===== config.mk =====
export PLATFORM = sky130hd
export DESIGN_NAME = cmbe_core
export DESIGN_NICKNAME = d
export VERILOG_FILES = /design/src/hw/cmbe_pkg.sv /design/src/hw/cmbe_core.sv
export VERILOG_INCLUDE_DIRS = /design/src /design/src/hw
export SDC_FILE = /design/constraint.sdc
export NUM_CORES = 1
export LEC_CHECK = 0
export BUFFER_PORTS_ARGS = -buffer_cell sky130_fd_sc_hd__buf_2
export CAP_MARGIN = 40
export CORE_ASPECT_RATIO = 2
export CORE_MARGIN = 1.5
export CORE_UTILIZATION = 35
export DETAILED_ROUTE_END_ITERATION = 8
export PLACE_DENSITY_LB_ADDON = 0.08
export SYNTH_ARGS = -nofsm -noshare
export SYNTH_HDL_FRONTEND = slang
export SYNTH_SLANG_ARGS = --single-unit

===== constraint.sdc =====
create_clock -name i_mclk -period 7.2 [get_ports i_mclk]
set_input_delay 0 -clock i_mclk [delete_from_list [all_inputs] [get_ports i_mclk]]
set_output_delay 0 -clock i_mclk [all_outputs]
set_load 0.01 [all_outputs]

===== src/hw/cmbe_params.svh =====
// Constant definitions for the multiply, compare and branch execution core.
// Summary of operation
// - Zero/sign test: flags only, one cycle
// - Integer multiplies write pair one:zero, two cycles
// - Fractional multiplies shift product left, two cycles
// - Relative branch adds offset plus one, two cycles
// - Indirect branch loads pointer pair, two cycles
// - Extended indirect branch uses high register, two cycles
// - Indirect call loads pointer pair, four cycles
// - Extended indirect call, four cycles
// - Direct call loads absolute address, five cycles
// - Return reloads counter from stack, five cycles
// - Interrupt return also sets interrupt enable
// - Compare-skip-equal skips next when registers match
// - Register compares set six flags, one cycle
// - Immediate compare sets six flags, one cycle
// - Register bit skips on clear or set
// - I/O bit skips on clear or set
// - Flag branches: one cycle untaken, two taken
`ifndef CMBE_PARAMS_SVH
`define CMBE_PARAMS_SVH

// ****************************************************************
// Register map
// ****************************************************************
`define CMBE_CTRL_OFFS      8'h00
`define CMBE_FLAGS_OFFS     8'h04
`define CMBE_PC_OFFS        8'h08
`define CMBE_EIH_OFFS       8'h0C
`define CMBE_CTRL_RST       1'h0
`define CMBE_FLAGS_RST      8'h00
`define CMBE_EIH_RST        8'h00
`define CMBE_PC_RST         24'h000000

// ****************************************************************
// Status flag positions
// ****************************************************************
`define CMBE_FLAG_C         0
`define CMBE_FLAG_Z         1
`define CMBE_FLAG_N         2
`define CMBE_FLAG_V         3
`define CMBE_FLAG_S         4
`define CMBE_FLAG_H         5
`define CMBE_FLAG_I         7

// ****************************************************************
// Cycle counts
// ****************************************************************
`define CMBE_CYC_ONE        3'h1
`define CMBE_CYC_TWO        3'h2
`define CMBE_CYC_THREE      3'h3
`define CMBE_CYC_FOUR       3'h4
`define CMBE_CYC_FIVE       3'h5

`endif


===== src/hw/cmbe_pkg.sv =====
// Types shared by the execution core and its surroundings.
package cmbe_pkg;

	typedef enum logic [4:0]
	{
		OP_ZERO_SIGN_TEST                     = 5'h00,
		OP_PRODUCT_UNSIGNED                   = 5'h01,
		OP_PRODUCT_SIGNED                     = 5'h02,
		OP_PRODUCT_SIGNED_BY_UNSIGNED         = 5'h03,
		OP_FRACTION_PRODUCT_UNSIGNED          = 5'h04,
		OP_FRACTION_PRODUCT_SIGNED            = 5'h05,
		OP_FRACTION_PRODUCT_MIXED             = 5'h06,
		OP_RELATIVE_BRANCH                    = 5'h07,
		OP_INDIRECT_BRANCH                    = 5'h08,
		OP_EXTENDED_INDIRECT_BRANCH           = 5'h09,
		OP_INDIRECT_SUBROUTINE_CALL           = 5'h0A,
		OP_EXTENDED_INDIRECT_SUBROUTINE_CALL  = 5'h0B,
		OP_DIRECT_SUBROUTINE_CALL             = 5'h0C,
		OP_SUBROUTINE_RETURN                  = 5'h0D,
		OP_INTERRUPT_RETURN                   = 5'h0E,
		OP_COMPARE_SKIP_EQUAL                 = 5'h0F,
		OP_REGISTER_COMPARE                   = 5'h10,
		OP_REGISTER_COMPARE_CARRY             = 5'h11,
		OP_IMMEDIATE_COMPARE                  = 5'h12,
		OP_SKIP_REG_BIT_CLEAR                 = 5'h13,
		OP_SKIP_REG_BIT_SET                   = 5'h14,
		OP_SKIP_IO_BIT_CLEAR                  = 5'h15,
		OP_SKIP_IO_BIT_SET                    = 5'h16,
		OP_BRANCH_FLAG_SET                    = 5'h17,
		OP_BRANCH_FLAG_CLEAR                  = 5'h18
	} cmbe_op_type;

	typedef struct packed
	{
		cmbe_op_type  op;
		logic [7:0]   rd_val;
		logic [7:0]   rr_val;
		logic [7:0]   imm;
		logic [11:0]  offset;
		logic [2:0]   bit_sel;
		logic [23:0]  abs_addr;
		logic         next_two_words;
	} cmbe_instr_type;

	typedef struct packed
	{
		logic         valid;
		logic [15:0]  data;
	} cmbe_pair_wr_type;

	typedef struct packed
	{
		logic         push;
		logic         pop;
		logic [23:0]  push_addr;
	} cmbe_stack_type;

	typedef enum logic [1:0]
	{
		ST_IDLE = 2'b01,
		ST_BUSY = 2'b10
	} cmbe_state_type;

endpackage : cmbe_pkg


===== src/hw/cmbe_core.sv =====
// Execution core for multiplies, compares, skips, branches, calls and returns.
//
// Chosen here: the AHB-Lite slave port and the address map.
`timescale 1ns/10ps
`default_nettype none
`include "cmbe_params.svh"

module cmbe_core
(
	// Clock and reset
	input  wire logic                     i_mclk,
	input  wire logic                     i_rst_n,
	// Instruction handshake
	input  wire logic                     i_instr_valid,
	input  wire cmbe_pkg::cmbe_instr_type i_instr,
	output logic                          o_instr_ready,
	output logic                          o_done,
	// Operand sources
	input  wire logic [15:0]              i_pointer_pair,
	input  wire logic [7:0]               i_io_byte,
	input  wire logic [23:0]              i_stack_addr,
	// Results
	output cmbe_pkg::cmbe_pair_wr_type    o_pair_wr,
	output cmbe_pkg::cmbe_stack_type      o_stack,
	output logic [23:0]                   o_pc,
	output logic [7:0]                    o_status_flags,
	// AHB-Lite slave
	input  wire logic                     i_hsel,
	input  wire logic [31:0]              i_haddr,
	input  wire logic [1:0]               i_htrans,
	input  wire logic                     i_hwrite,
	input  wire logic [2:0]               i_hsize,
	input  wire logic [31:0]              i_hwdata,
	input  wire logic                     i_hready,
	output logic                          o_hreadyout,
	output logic                          o_hresp,
	output logic [31:0]                   o_hrdata
);

	// ****************************************************************
	// Helper functions
	// ****************************************************************
	function automatic logic [7:0] sub_flags(input logic [7:0] a, input logic [7:0] b,
		input logic cin, input logic [7:0] old, input logic chain_z);
		logic [7:0] r;
		logic [7:0] f;
		logic       n;
		logic       v;
		r = a - b - {7'h00, cin};
		f = old;
		n = r[7];
		v = (a[7] & ~b[7] & ~r[7]) | (~a[7] & b[7] & r[7]);
		f[`CMBE_FLAG_C] = (~a[7] & b[7]) | (b[7] & r[7]) | (r[7] & ~a[7]);
		f[`CMBE_FLAG_H] = (~a[3] & b[3]) | (b[3] & r[3]) | (r[3] & ~a[3]);
		f[`CMBE_FLAG_N] = n;
		f[`CMBE_FLAG_V] = v;
		f[`CMBE_FLAG_S] = n ^ v;
		f[`CMBE_FLAG_Z] = (r == 8'h00) & (~chain_z | old[`CMBE_FLAG_Z]);
		return f;
	endfunction : sub_flags

	function automatic logic [15:0] product(input logic [7:0] a, input logic [7:0] b,
		input logic a_signed, input logic b_signed);
		logic [15:0] ea;
		logic [15:0] eb;
		ea = {{8{a_signed & a[7]}}, a};
		eb = {{8{b_signed & b[7]}}, b};
		return ea * eb;
	endfunction : product

	function automatic logic [23:0] rel_target(input logic [23:0] pc, input logic [11:0] k);
		return pc + {{12{k[11]}}, k} + 24'h000001;
	endfunction : rel_target

	// ****************************************************************
	// Bus slave
	// ****************************************************************
	logic        ctrl_run_ff;
	logic [7:0]  eih_ff;
	logic [7:0]  flags_ff;
	logic [23:0] pc_ff;
	logic        wr_pend_ff;
	logic [7:0]  wr_addr_ff;
	logic [31:0] hrdata_ff;
	logic        addr_phase;
	logic        sw_flag_wr;

	// Every access completes with no wait state and an OKAY response.
	assign o_hreadyout = 1'b1;
	assign o_hresp     = 1'b0;
	assign o_hrdata    = hrdata_ff;
	assign addr_phase  = i_hsel & i_hready & i_htrans[1];
	assign sw_flag_wr  = wr_pend_ff & (wr_addr_ff == `CMBE_FLAGS_OFFS);

	always_ff @(posedge i_mclk or negedge i_rst_n)
	begin
		if (!i_rst_n)
		begin
			wr_pend_ff <= 1'b0;
			wr_addr_ff <= 8'h00;
		end
		else if (i_hready)
		begin
			wr_pend_ff <= addr_phase & i_hwrite & (i_hsize == 3'h2);
			wr_addr_ff <= i_haddr[7:0];
		end
	end

	always_ff @(posedge i_mclk or negedge i_rst_n)
	begin
		if (!i_rst_n)
			hrdata_ff <= 32'h00000000;
		else if (addr_phase & ~i_hwrite)
		begin
			case (i_haddr[7:0])
				`CMBE_CTRL_OFFS:  hrdata_ff <= {31'h00000000, ctrl_run_ff};
				`CMBE_FLAGS_OFFS: hrdata_ff <= {24'h000000, flags_ff};
				`CMBE_PC_OFFS:    hrdata_ff <= {8'h00, pc_ff};
				`CMBE_EIH_OFFS:   hrdata_ff <= {24'h000000, eih_ff};
				default:          hrdata_ff <= 32'h00000000;
			endcase
		end
	end

	always_ff @(posedge i_mclk or negedge i_rst_n)
	begin
		if (!i_rst_n)
		begin
			ctrl_run_ff <= `CMBE_CTRL_RST;
			eih_ff      <= `CMBE_EIH_RST;
		end
		else if (wr_pend_ff)
		begin
			if (wr_addr_ff == `CMBE_CTRL_OFFS)
				ctrl_run_ff <= i_hwdata[0];
			if (wr_addr_ff == `CMBE_EIH_OFFS)
				eih_ff <= i_hwdata[7:0];
		end
	end

	// ****************************************************************
	// Execution
	// ****************************************************************
	cmbe_pkg::cmbe_state_type state_ff;
	cmbe_pkg::cmbe_state_type nxt_state;
	logic [2:0]               wait_ff;
	logic [2:0]               cycles;
	logic                     accept;
	logic [23:0]              nxt_pc;
	logic [7:0]               nxt_flags;
	logic                     do_pair_wr;
	logic [15:0]              pair_data;
	logic                     do_push;
	logic                     do_pop;
	logic [23:0]              push_addr;
	logic [15:0]              prod;
	logic                     skip_hit;
	logic                     fraction;
	logic                     is_skip;

	assign o_instr_ready = ctrl_run_ff & (state_ff == cmbe_pkg::ST_IDLE);
	assign accept        = o_instr_ready & i_instr_valid;

	always_comb
	begin
		nxt_pc     = pc_ff + 24'h000001;
		nxt_flags  = flags_ff;
		cycles     = `CMBE_CYC_ONE;
		do_pair_wr = 1'b0;
		do_push    = 1'b0;
		do_pop     = 1'b0;
		push_addr  = pc_ff + 24'h000001;
		skip_hit   = 1'b0;
		is_skip    = 1'b0;
		fraction   = 1'b0;
		prod       = 16'h0000;
		pair_data  = 16'h0000;
		case (i_instr.op)
			cmbe_pkg::OP_ZERO_SIGN_TEST:
			begin
				// Value ANDed with itself is unchanged, so no write back.
				nxt_flags[`CMBE_FLAG_Z] = (i_instr.rd_val == 8'h00);
				nxt_flags[`CMBE_FLAG_N] = i_instr.rd_val[7];
				nxt_flags[`CMBE_FLAG_V] = 1'b0;
				nxt_flags[`CMBE_FLAG_S] = i_instr.rd_val[7];
			end
			cmbe_pkg::OP_PRODUCT_UNSIGNED, cmbe_pkg::OP_PRODUCT_SIGNED,
			cmbe_pkg::OP_PRODUCT_SIGNED_BY_UNSIGNED,
			cmbe_pkg::OP_FRACTION_PRODUCT_UNSIGNED,
			cmbe_pkg::OP_FRACTION_PRODUCT_SIGNED, cmbe_pkg::OP_FRACTION_PRODUCT_MIXED:
			begin
				fraction = (i_instr.op == cmbe_pkg::OP_FRACTION_PRODUCT_UNSIGNED) |
					(i_instr.op == cmbe_pkg::OP_FRACTION_PRODUCT_SIGNED) |
					(i_instr.op == cmbe_pkg::OP_FRACTION_PRODUCT_MIXED);
				prod = product(i_instr.rd_val, i_instr.rr_val,
					(i_instr.op != cmbe_pkg::OP_PRODUCT_UNSIGNED) &
					(i_instr.op != cmbe_pkg::OP_FRACTION_PRODUCT_UNSIGNED),
					(i_instr.op == cmbe_pkg::OP_PRODUCT_SIGNED) |
					(i_instr.op == cmbe_pkg::OP_FRACTION_PRODUCT_SIGNED));
				// Carry is taken from the unshifted product's top bit.
				pair_data  = fraction ? {prod[14:0], 1'b0} : prod;
				do_pair_wr = 1'b1;
				nxt_flags[`CMBE_FLAG_C] = prod[15];
				nxt_flags[`CMBE_FLAG_Z] = (pair_data == 16'h0000);
				cycles = `CMBE_CYC_TWO;
			end
			cmbe_pkg::OP_RELATIVE_BRANCH:
			begin
				nxt_pc = rel_target(pc_ff, i_instr.offset);
				cycles = `CMBE_CYC_TWO;
			end
			cmbe_pkg::OP_INDIRECT_BRANCH:
			begin
				nxt_pc = {8'h00, i_pointer_pair};
				cycles = `CMBE_CYC_TWO;
			end
			cmbe_pkg::OP_EXTENDED_INDIRECT_BRANCH:
			begin
				nxt_pc = {eih_ff, i_pointer_pair};
				cycles = `CMBE_CYC_TWO;
			end
			cmbe_pkg::OP_INDIRECT_SUBROUTINE_CALL:
			begin
				do_push = 1'b1;
				nxt_pc  = {8'h00, i_pointer_pair};
				cycles  = `CMBE_CYC_FOUR;
			end
			cmbe_pkg::OP_EXTENDED_INDIRECT_SUBROUTINE_CALL:
			begin
				do_push = 1'b1;
				nxt_pc  = {eih_ff, i_pointer_pair};
				cycles  = `CMBE_CYC_FOUR;
			end
			cmbe_pkg::OP_DIRECT_SUBROUTINE_CALL:
			begin
				// The call itself is two words long, so resume after both.
				do_push   = 1'b1;
				push_addr = pc_ff + 24'h000002;
				nxt_pc    = i_instr.abs_addr;
				cycles    = `CMBE_CYC_FIVE;
			end
			cmbe_pkg::OP_SUBROUTINE_RETURN:
			begin
				do_pop = 1'b1;
				nxt_pc = i_stack_addr;
				cycles = `CMBE_CYC_FIVE;
			end
			cmbe_pkg::OP_INTERRUPT_RETURN:
			begin
				do_pop = 1'b1;
				nxt_pc = i_stack_addr;
				nxt_flags[`CMBE_FLAG_I] = 1'b1;
				cycles = `CMBE_CYC_FIVE;
			end
			cmbe_pkg::OP_COMPARE_SKIP_EQUAL:
			begin
				is_skip  = 1'b1;
				skip_hit = (i_instr.rd_val == i_instr.rr_val);
			end
			cmbe_pkg::OP_REGISTER_COMPARE:
				nxt_flags = sub_flags(i_instr.rd_val, i_instr.rr_val, 1'b0,
					flags_ff, 1'b0);
			cmbe_pkg::OP_REGISTER_COMPARE_CARRY:
				nxt_flags = sub_flags(i_instr.rd_val, i_instr.rr_val,
					flags_ff[`CMBE_FLAG_C], flags_ff, 1'b1);
			cmbe_pkg::OP_IMMEDIATE_COMPARE:
				nxt_flags = sub_flags(i_instr.rd_val, i_instr.imm, 1'b0,
					flags_ff, 1'b0);
			cmbe_pkg::OP_SKIP_REG_BIT_CLEAR:
			begin
				is_skip  = 1'b1;
				skip_hit = ~i_instr.rr_val[i_instr.bit_sel];
			end
			cmbe_pkg::OP_SKIP_REG_BIT_SET:
			begin
				is_skip  = 1'b1;
				skip_hit = i_instr.rr_val[i_instr.bit_sel];
			end
			cmbe_pkg::OP_SKIP_IO_BIT_CLEAR:
			begin
				is_skip  = 1'b1;
				skip_hit = ~i_io_byte[i_instr.bit_sel];
			end
			cmbe_pkg::OP_SKIP_IO_BIT_SET:
			begin
				is_skip  = 1'b1;
				skip_hit = i_io_byte[i_instr.bit_sel];
			end
			cmbe_pkg::OP_BRANCH_FLAG_SET, cmbe_pkg::OP_BRANCH_FLAG_CLEAR:
			begin
				// The 12-bit offset field is sign-extended here by rel_target.
				if (flags_ff[i_instr.bit_sel] ==
					(i_instr.op == cmbe_pkg::OP_BRANCH_FLAG_SET))
				begin
					nxt_pc = rel_target(pc_ff, i_instr.offset);
					cycles = `CMBE_CYC_TWO;
				end
			end
			default:
				cycles = `CMBE_CYC_ONE;
		endcase
		if (is_skip & skip_hit)
		begin
			// Skipping a two-word instruction costs one more step.
			nxt_pc = pc_ff + (i_instr.next_two_words ? 24'h000003 : 24'h000002);
			cycles = i_instr.next_two_words ? `CMBE_CYC_THREE : `CMBE_CYC_TWO;
		end
	end

	always_comb
	begin
		nxt_state = state_ff;
		case (state_ff)
			cmbe_pkg::ST_IDLE:
				if (accept & (cycles != `CMBE_CYC_ONE))
					nxt_state = cmbe_pkg::ST_BUSY;
			cmbe_pkg::ST_BUSY:
				if (wait_ff == 3'h1)
					nxt_state = cmbe_pkg::ST_IDLE;
			default:
				nxt_state = cmbe_pkg::ST_IDLE;
		endcase
	end

	always_ff @(posedge i_mclk or negedge i_rst_n)
	begin
		if (!i_rst_n)
			state_ff <= cmbe_pkg::ST_IDLE;
		else
			state_ff <= nxt_state;
	end

	// Results take effect at acceptance; the wait only holds off the next one.
	always_ff @(posedge i_mclk or negedge i_rst_n)
	begin
		if (!i_rst_n)
			wait_ff <= 3'h0;
		else if (accept)
			wait_ff <= cycles - 3'h1;
		else if (wait_ff != 3'h0)
			wait_ff <= wait_ff - 3'h1;
	end

	always_ff @(posedge i_mclk or negedge i_rst_n)
	begin
		if (!i_rst_n)
			pc_ff <= `CMBE_PC_RST;
		else if (accept)
			pc_ff <= nxt_pc;
	end

	// An executing instruction wins over a software write in the same cycle.
	always_ff @(posedge i_mclk or negedge i_rst_n)
	begin
		if (!i_rst_n)
			flags_ff <= `CMBE_FLAGS_RST;
		else if (accept)
			flags_ff <= nxt_flags;
		else if (sw_flag_wr)
			flags_ff <= i_hwdata[7:0];
	end

	always_ff @(posedge i_mclk or negedge i_rst_n)
	begin
		if (!i_rst_n)
		begin
			o_pair_wr <= '0;
			o_stack   <= '0;
			o_done    <= 1'b0;
		end
		else
		begin
			o_pair_wr.valid   <= accept & do_pair_wr;
			o_pair_wr.data    <= pair_data;
			o_stack.push      <= accept & do_push;
			o_stack.pop       <= accept & do_pop;
			o_stack.push_addr <= push_addr;
			o_done            <= (accept & (cycles == `CMBE_CYC_ONE)) |
				((state_ff == cmbe_pkg::ST_BUSY) & (wait_ff == 3'h1));
		end
	end

	assign o_pc           = pc_ff;
	assign o_status_flags = flags_ff;

endmodule : cmbe_core
`default_nettype wire


Word-level counts from Yosys, hierarchy flattened:

Index checks and enable logic that the tools add are counted.

* add/subtract/negate cells: 10
* multiply operators: 1
* magnitude comparators: 1
* equality and inequality tests: 46
* muxes and demuxes: 35
* bitwise gates (word level): 76
* reduce and logical (&&, ||, !) cells: 30

Operators by type and width (number)
* case mux 24 bit (6 select lines): 1
* case mux 24 bit (4 select lines): 1
* 2-to-1 mux 24 bit: 3
* adder 24 x 1 -> 24 bit (second input constant): 2
* zero test 8 bit: 6
* == test 5 bit (second input constant): 9
* bitwise AND 1 bit: 43
* == test 5 x 4 -> 1 bit (second input constant): 8
* 2-to-1 mux 16 bit: 2
* adder 24 x 2 -> 24 bit: 1
* adder 24 x 2 -> 24 bit (second input constant): 1
* adder 24 bit: 1
* == test 8 x 4 -> 1 bit (second input constant): 3
* case mux 3 bit (4 select lines): 2
* == test 5 x 3 -> 1 bit (second input constant): 4
* OR 1 bit: 19
* AND reduction 2 bit: 9
* == test 8 x 3 -> 1 bit (second input constant): 2
* zero test 16 bit: 1
* multiplier 9 x 9 -> 16 bit: 1
* 2-to-1 mux 8 bit: 2
* subtractor 8 bit: 2
* != test 5 x 1 -> 1 bit (second input constant): 3
* inverter 1 bit: 11
* 34 further kinds: 62

* output and inout port bits: 111
* register bits: 131

Longest topological paths before layout:

Gate-level depths: netlist (run 1).

* depth after elaboration: 10
* mapped depth: 22
* gate-level depth less buffers: 22

Worst setup path after synthesis (run 1):

OpenSTA, ideal clock, no wires.

* kind: input to register
* from: in i_instr[65] (netlist name)
* to: reg flags_ff[1] (netlist: o_status_flags[1])
* buffers on the path: 1
* required time: 7.123 ns
* stages on the path: 20
* data arrival time: 5.749 ns
* library setup time: 0.077 ns
* path slack: 1.373 ns
* path through: buf_2 and3b_1 o211ai_1 nand2b_1 fa_1 fa_1 inv_1 fa_1 fa_1 inv_1 fa_1 inv_1 ha_1 o21ai_2 nand2b_1 xor2_1 or4_1 or4b_1 or4b_1 a21oi_1

* word-level cells in the longest chain between the ends: 8
* elaborated cells on any way between the ends: 26
* classes of those cells: 1 x mul; 12 x eq/ne; 3 x mux; 6 x bitwise; 4 x reduce/logical

RTL lines
* start, declared: line cmbe_core.sv:15 `input wire cmbe_pkg::cmbe_instr_type i_instr,`
* != test 5 x 1 -> 1 bit (tied with other cells): line cmbe_core.sv:196 `(i_instr.op != cmbe_pkg::OP_PRODUCT_UNSIGNED) &`
* bitwise AND 1 bit / OR 1 bit (equally long branches): line cmbe_core.sv:196, cmbe_core.sv:198
* bitwise AND 1 bit (on tied branches): line cmbe_core.sv:66, cmbe_core.sv:67
* multiplier 9 x 9 -> 16 bit: line cmbe_core.sv:68 `return ea * eb;`
* 2-to-1 mux 16 bit: line cmbe_core.sv:201 `pair_data = fraction ? {prod[14:0], 1'b0} : prod;`
* zero test 16 bit: line cmbe_core.sv:204 `` nxt_flags[`CMBE_FLAG_Z] = (pair_data == 16'h0000); ``
* case mux 1 bit (5 select lines): line cmbe_core.sv:178 `case (i_instr.op)`
* 2-to-1 mux 8 bit: line cmbe_core.sv:357 `else if (accept)`
* end signal, assigned: line cmbe_core.sv:356 `` flags_ff <= `CMBE_FLAGS_RST; ``
* end signal, assigned: line cmbe_core.sv:358 `flags_ff <= nxt_flags;`
* end signal, assigned: line cmbe_core.sv:360 `flags_ff <= i_hwdata[7:0];`
* end, declared: line cmbe_core.sv:80 `logic [7:0] flags_ff;`

Several ways; a longest one is shown, not always the timed one. The select of a mux whose other input is x is not followed.
A chain may end at the register's enable or synchronous reset.

Final worst setup path (run 1):

* from: in i_instr[64] (netlist name)
* to: reg flags_ff[1] (netlist: o_status_flags[1])

The elaborated chain is that of the path after synthesis.

==> results.toml, run 1 <==
[status]
outcome = "finished clean"

[worst_setup_path]
ff2ff_setup_slack_ns = 3.82
r2r-start = "o_pc[2]$_DFFE_PN0P_"
crit_type = "input pin to register"
end_kind = "register"
r2r-end = "o_pc[23]$_DFFE_PN0P_"
path_max_fanout = 21
r2r_cells = 9
cp-start-kind = "input pin"
arrival_ns = 6.26
worstPathRequired_ns = 7.56

[pwr]
p_int_w = 0.00213
p_leak_nw = 7.08
powerDensity_nw_per_um2 = 266
clock_power_share = 0.217
sw_frac_of_total = 0.461
ir_worst_vdd_v = 0.000193
p_seq_frac = 0.247
switchingPower_w = 0.00182
p_comb_frac = 0.536

[layout]
nFillCells = 3619
seqCellArea_sq_um = 3080
area_growth_pct = 19.4
post-route-util = 0.425
drive_above_1_share = 0.208
multi_input_area_sq_um = 8510
nets = 2034

[hold_path]
worstHoldStart = "i_pointer_pair[1]"
min_to = "o_pc[1]$_DFFE_PN0P_"
hold_path.class = "input pin to register"
hold_depth = 5

[synth]
ys_seq_area_frac = 0.248
yosysTopAreaCellShare = 0.246
synth_area_leaders = "dfrtp_1, fa_1, ha_1, nand2_1, a21oi_1"
syn_area_per_cell_sq_um = 8.56
synth_cells = 1453
yosysTopAreaCell = "dfrtp_1"
synth_edf_count = 0
async_flop_share = 1.00
ys_warn_count = 0
ys_ff_latch = 123
synth_area_sq_um = 12400
synth-main-ff-cell = "dfrtp_1"
yosysUniqueCellTypes = 87

[route]
post_drt_wl_per_cell_microns = 23.1
routed_wl_microns = 49300
vias_per_cell = 5.56
vias = 11900
antenna_left = 0
drt_iter0_markers = 719
dr.pass1.iters = 5
drc = 0

[floorplanning]
start_util = 0.356
dieArea_sq_um = 36700
io_pins = 303
core_area_sq_um = 35000
dieHeight_microns = 270
num_rows = 97
die-width_microns = 136

[sta]
post-route-period-util = 0.819
setup_viol = 0
hold_violations = 0
fmax_ghz = 0.169
relSlewSlack = 0.458
fin_setup_tns_ns = 0
slew_violations = 0
fin_worst_hold_slack_ns = 0.0140
finClkSkew_ns = 0.0143
grt_setup_unrepaired = "false"
layout_min_cycle_time_ns = 5.90
tightest_slew_ns = 0.814
fin_ws_ns = 1.30

[clock_network]
postCtsSetupBuffers = 0
clk_pin_slew_ns = 0.07
cts_hold_buffers = 25
clock_latency_ns = 0.44
cts_root_buf = "clkbuf_16"
cts_made_buffers = 17
cts_max_level = 4
clockBufferDepth = 2
cts_tree = "yes"
cts_resized = 0
cts.sink_count = 123

[job]
max_cap_viol_count = 0

[global_routing]
grt_max_degree = 65
antenna_found_initial = 2
grt.overflow.total = 0
grt_usage = 0.272
grt_pass1_vias = 12600
grt_pass1_wl_microns = 73800

[place]
gp_congestion = 0.923
hpwl_microns = 40200
dp_slack_ns = 0.835
portBuffers = 243
[metal layers]
| metal | wire length (microns) | global-route usage | vias to the layer above |
|---|---|---|---|
| met4 | 4390 | 0.215 | 0 |
| met5 | 0 | 0 | - |
| li1 | - | - | 5512 |
| met1 | 15200 | 0.245 | 5753 |
| met2 | 27700 | 0.532 | 448 |
| met3 | 1970 | 0.0243 | 165 |
[cell usage after synthesis (5+ instances only)]
cell type  count
a311oi_1       7
nor2b_1        8
nand2b_1      25
fa_1          70
a222oi_1      18
o21ai_0       64
dfrtp_1      122
o31ai_1        6
inv_1        130
nor4_1         5
or2_2          9
or3_1          5
and3_1        15
and2_1        24
a31oi_1       14
a21o_1        10
o211ai_1      12
buf_2         10
xnor2_1       44
mux4_2         7
nand3_1       29
nand4_1       20
mux2i_1       10
a22o_1        18
o2111ai_1      9
buf_4         10
buf_1          9
nor3_1        28
o21a_1         7
nand2_1      146
mux2_2        24
xor2_1        40
ha_1          95
a21oi_1      100
a22oi_1       15
a211oi_1      16
clkbuf_1      60
nor2_1       126
[registers in the layout, summed over array words and instances (netlist names)]
name	flops
o_hrdata	24
eih_ff	8
ctrl_run_ff	1
o_status_flags	8
wr_pend_ff	1
o_stack	26
wait_ff	3
state_ff	2
o_pc	24
o_done	1
wr_addr_ff	8
o_pair_wr	17
[cells by family (layout without fill, tap and decap cells)]
group,Yosys count,in the layout,synth area share
fa+ha+maj,165,165,0.208
mux,41,41,0.0425
compound gates,347,347,0.188
buf+inv,221,450,0.0714
xor+xnor,84,84,0.0592
other cells,2,12,0.000604
flops,123,123,0.248
simple gates,470,470,0.182
[power groups by stage]
stage               registers, W  clock network (W)  logic (W)
finish                  0.000978           0.000857    0.00212
global route            0.000993           0.000901    0.00237
CTS                     0.000980           0.000879    0.00214
detailed placement      0.000993                  0    0.00212
global placement        0.000993                  0    0.00210
floorplan               0.000929                  0    0.00145
[through the flow]
step                instances  cell area (sq um)  total power (W)
floorplan                1461              12500          0.00238
global placement         2075              14000          0.00309
detailed placement       2078              14000          0.00311
CTS                      2135              14800          0.00400
global route             2137              14800          0.00427
finish                   2137              14800          0.00395
[layout make-up]
class                   count  area share
inverters                 131      0.0331
diodes                      2    0.000337
repair buffers            287       0.109
flip-flops and latches    123       0.207
multi-input cells        1117       0.573
clock buffers              17      0.0287
clock inverters            15      0.0101
well taps                 445      0.0375
[how the worst max path moves through the flow]
stage / slack, ns / cells after the start / to / startpoint
4_1_cts: 1.26 / 20 / o_status_flags[1]$_DFFE_PN0P_ / i_instr[64]
3_5_place_dp: 0.83 / 20 / o_status_flags[1]$_DFFE_PN0P_ / i_instr[63]
6_report: 1.30 / 20 / o_status_flags[1]$_DFFE_PN0P_ / i_instr[64]
2_1_floorplan: 1.37 / 20 / o_status_flags[1]$_DFFE_PN0P_ / i_instr[65]
5_1_grt: 1.04 / 20 / o_status_flags[1]$_DFFE_PN0P_ / i_instr[64]
3_3_place_gp: 0.89 / 20 / o_status_flags[1]$_DFFE_PN0P_ / i_instr[64]
[worst max-delay path, cell delays in order]
cell,delay (ns)
buf_2,0.33
xor2_1,0.19
a21oi_1,0.08
buf_4,0.19
and2_1,0.20
fa_1,0.77
inv_1,0.23
fa_1,0.57
inv_1,0.05
fa_1,0.47
fa_1,0.49
ha_1,0.31
ha_1,0.36
and3_1,0.19
a21oi_1,0.19
a31oi_1,0.16
xor2_1,0.20
or4b_1,0.52
or4b_1,0.58
a21oi_1,0.18
[cells in the final DEF (no fill, tap or decap), types with 10 or more instances in the layout]
| cell type | instances |
|---|---|
| nor3_1 | 28 |
| nor2_1 | 126 |
| nand2_1 | 146 |
| dlygate4sd3_1 | 25 |
| conb_1 | 10 |
| a22oi_1 | 15 |
| inv_1 | 130 |
| xnor2_1 | 44 |
| o21ai_0 | 64 |
| dfrtp_1 | 122 |
| o211ai_1 | 12 |
| buf_2 | 242 |
| a222oi_1 | 18 |
| a22o_1 | 18 |
| and2_1 | 24 |
| a21o_1 | 10 |
| xor2_1 | 40 |
| a31oi_1 | 14 |
| nand2b_1 | 25 |
| and3_1 | 15 |
| a211oi_1 | 16 |
| mux2i_1 | 10 |
| ha_1 | 95 |
| clkbuf_16 | 17 |
| a21oi_1 | 99 |
| nand3_1 | 29 |
| fa_1 | 70 |
| buf_4 | 18 |
| mux2_2 | 24 |
| nand4_1 | 20 |
Power figures use the tool's default switching activity.
==> run 2, diff against run 1 <==
==> constraint.sdc (replaced) <==
create_clock -name i_mclk -period 5.17 [get_ports i_mclk]
set_input_delay 0 -clock i_mclk [delete_from_list [all_inputs] [get_ports i_mclk]]
set_output_delay 0 -clock i_mclk [all_outputs]
set_load 0.01 [all_outputs]
==> results.toml, run 2 (same netlist as run 1, synthesis figures left out) <==
[place]
dp_cells = 2168
hpwl_microns = 43100
dpl_cell_area_sq_um = 14700
portBuffers = 243
gp_congestion = 0.937

[hold_path]
hold_path.class = "input pin to register"
worstHoldStart = "i_instr[22]"

[floorplanning]
dieArea_sq_um = 36700
num_rows = 97
start_util = 0.356
io_pins = 303
dieHeight_microns = 270
die-width_microns = 136
core_area_sq_um = 35000

[worst_setup_path]
crit_start = "i_instr[66]"
arrival_ns = 5.59
path_max_fanout = 5
cp-start-kind = "input pin"
crit_type = "input pin to register"
r2r-start = "o_pc[1]$_DFFE_PN0P_"
end_kind = "register"
worstPathRequired_ns = 5.53

[clock_network]
cts_max_level = 4
clockBufferDepth = 2
cts_root_buf = "clkbuf_16"
clock_latency_ns = 0.44
clk_pin_slew_ns = 0.06
cts_made_buffers = 17
cts_tree = "yes"
cts.sink_count = 123

[layout]
drive_above_1_share = 0.252
post-route-util = 0.445
final_area_sq_um = 15500
layout_common_cells = "buf_2, nand2_1, inv_1"
layout_commonest_cell = "buf_2"
largest_reg_flops = 26
area_growth_pct = 25.1
nets = 2121
diodes = 0
nFillCells = 3548
instances_no_fill = 2221
regMostFlops = "o_stack"

[sta]
fmax_ghz = 0.191
slew_violations = 0
fin_setup_tns_ns = -0.0672
relSlewSlack = 0.331
fin_ws_ns = -0.0672
grt_setup_unrepaired = "true"
post-route-period-util = 1.01
hold_violations = 0
layout_min_cycle_time_ns = 5.24
setup_viol = 1
tightest_slew_ns = 0.991
finClkSkew_ns = 0.00837

[status]
violations = "setup timing"
outcome = "complete, but fails checks"

[pwr]
p_int_w = 0.00357
p_leak_nw = 7.52
p_seq_frac = 0.217
clock_power_share = 0.194
sw_frac_of_total = 0.428
ir_worst_vdd_v = 0.000234
powerDensity_nw_per_um2 = 401
p_total_w = 0.00624
switchingPower_w = 0.00267
p_comb_frac = 0.589

[route]
dr.pass1.iters = 5
post_drt_wl_per_cell_microns = 23.3
vias = 12300
drc = 0
drt_iter0_markers = 710
antenna_left = 0
routed_wl_microns = 51700
vias_per_cell = 5.56

[global_routing]
grt.overflow.total = 0
grt_usage = 0.284
grt_max_degree = 64
antenna_found_initial = 0
grt_pass1_vias = 12900
grt_pass1_wl_microns = 76400

[job]
max_cap_viol_count = 0
[run 2: cell count changes in the layout (fill, tap and decap cells not counted), sizes merged]
cell | before | now
buf | 262 | 352
bufinv | 0 | 2
clkinv | 3 | 6
diode | 2 | 0
dlygate4sd3 | 25 | 22
inv | 140 | 134
[run 2: cell type report]
type	instances	area [sq um]	area share
Clock buffer	17	425	0.0274
Clock inverter	14	161	0.0104
Inverter	131	492	0.0316
Multi-Input combinational cell	1117	8570	0.551
Sequential cell	123	3080	0.198
Tap cell	445	557	0.0358
Timing Repair Buffer	374	2260	0.146
[run 2: stage by stage]
step	hold WS (ns)	setup slack, ns
floorplan	-0.296	-0.402
global placement	0.0510	-0.501
detailed placement	0.0440	-0.563
CTS	0.00350	-0.104
global route	0.0362	-0.230
finish	0.00312	-0.0672
[run 2: path summary, 6_finish.rpt]
check                                                 to  slack, ns  cells past startpoint
setup / recovery           o_status_flags[1]$_DFFE_PN0P_      -0.07                     21
min in group asynchronous           o_stack[2]$_DFF_PN0_       0.13                      2
hold reg to reg                  state_ff[0]$_DFFE_PN1P_       0.47                      1
max in group asynchronous           o_stack[5]$_DFF_PN0_       3.74                      3
hold / removal                      o_pc[21]$_DFFE_PN0P_      0.003                      5
setup reg to reg                    o_pc[23]$_DFFE_PN0P_       1.57                      9
[run 2: repair_timing]
item                                   CTS  global route
hold buffers                            22             0
pin swaps                                0             3
endpoints found under the hold margin   85             0
buffers inserted                         0             0
gates resized for setup                  0             5
setup endpoints to repair                1             2
[run 2: power groups by stage]
stage	combinational, W	sequential [W]	clock [W]
floorplan	0.00205	0.00129	0
global placement	0.00360	0.00137	0
detailed placement	0.00363	0.00137	0
CTS	0.00366	0.00135	0.00124
global route	0.00404	0.00137	0.00127
finish	0.00367	0.00135	0.00121
[run 2: critical path, stage by stage]
cell and delay [ns]:
buf_2 0.13, and3b_1 0.17, o211ai_1 0.21, buf_4 0.22
nand2b_4 0.14, fa_1 0.45, fa_1 0.52, inv_1 0.05
fa_1 0.47, fa_1 0.49, inv_1 0.05, fa_1 0.49
inv_2 0.05, ha_4 0.23, o21ai_2 0.05, nand2b_1 0.07
xor2_1 0.15, or4_1 0.51, or4b_1 0.48, or4b_1 0.53
a21oi_1 0.13
[run 2: metal layers]
layer  share of wire  GRT usage
met2            0.58      0.578
met5               0          0
met1            0.30      0.238
met3           0.035     0.0290
met4           0.082      0.211
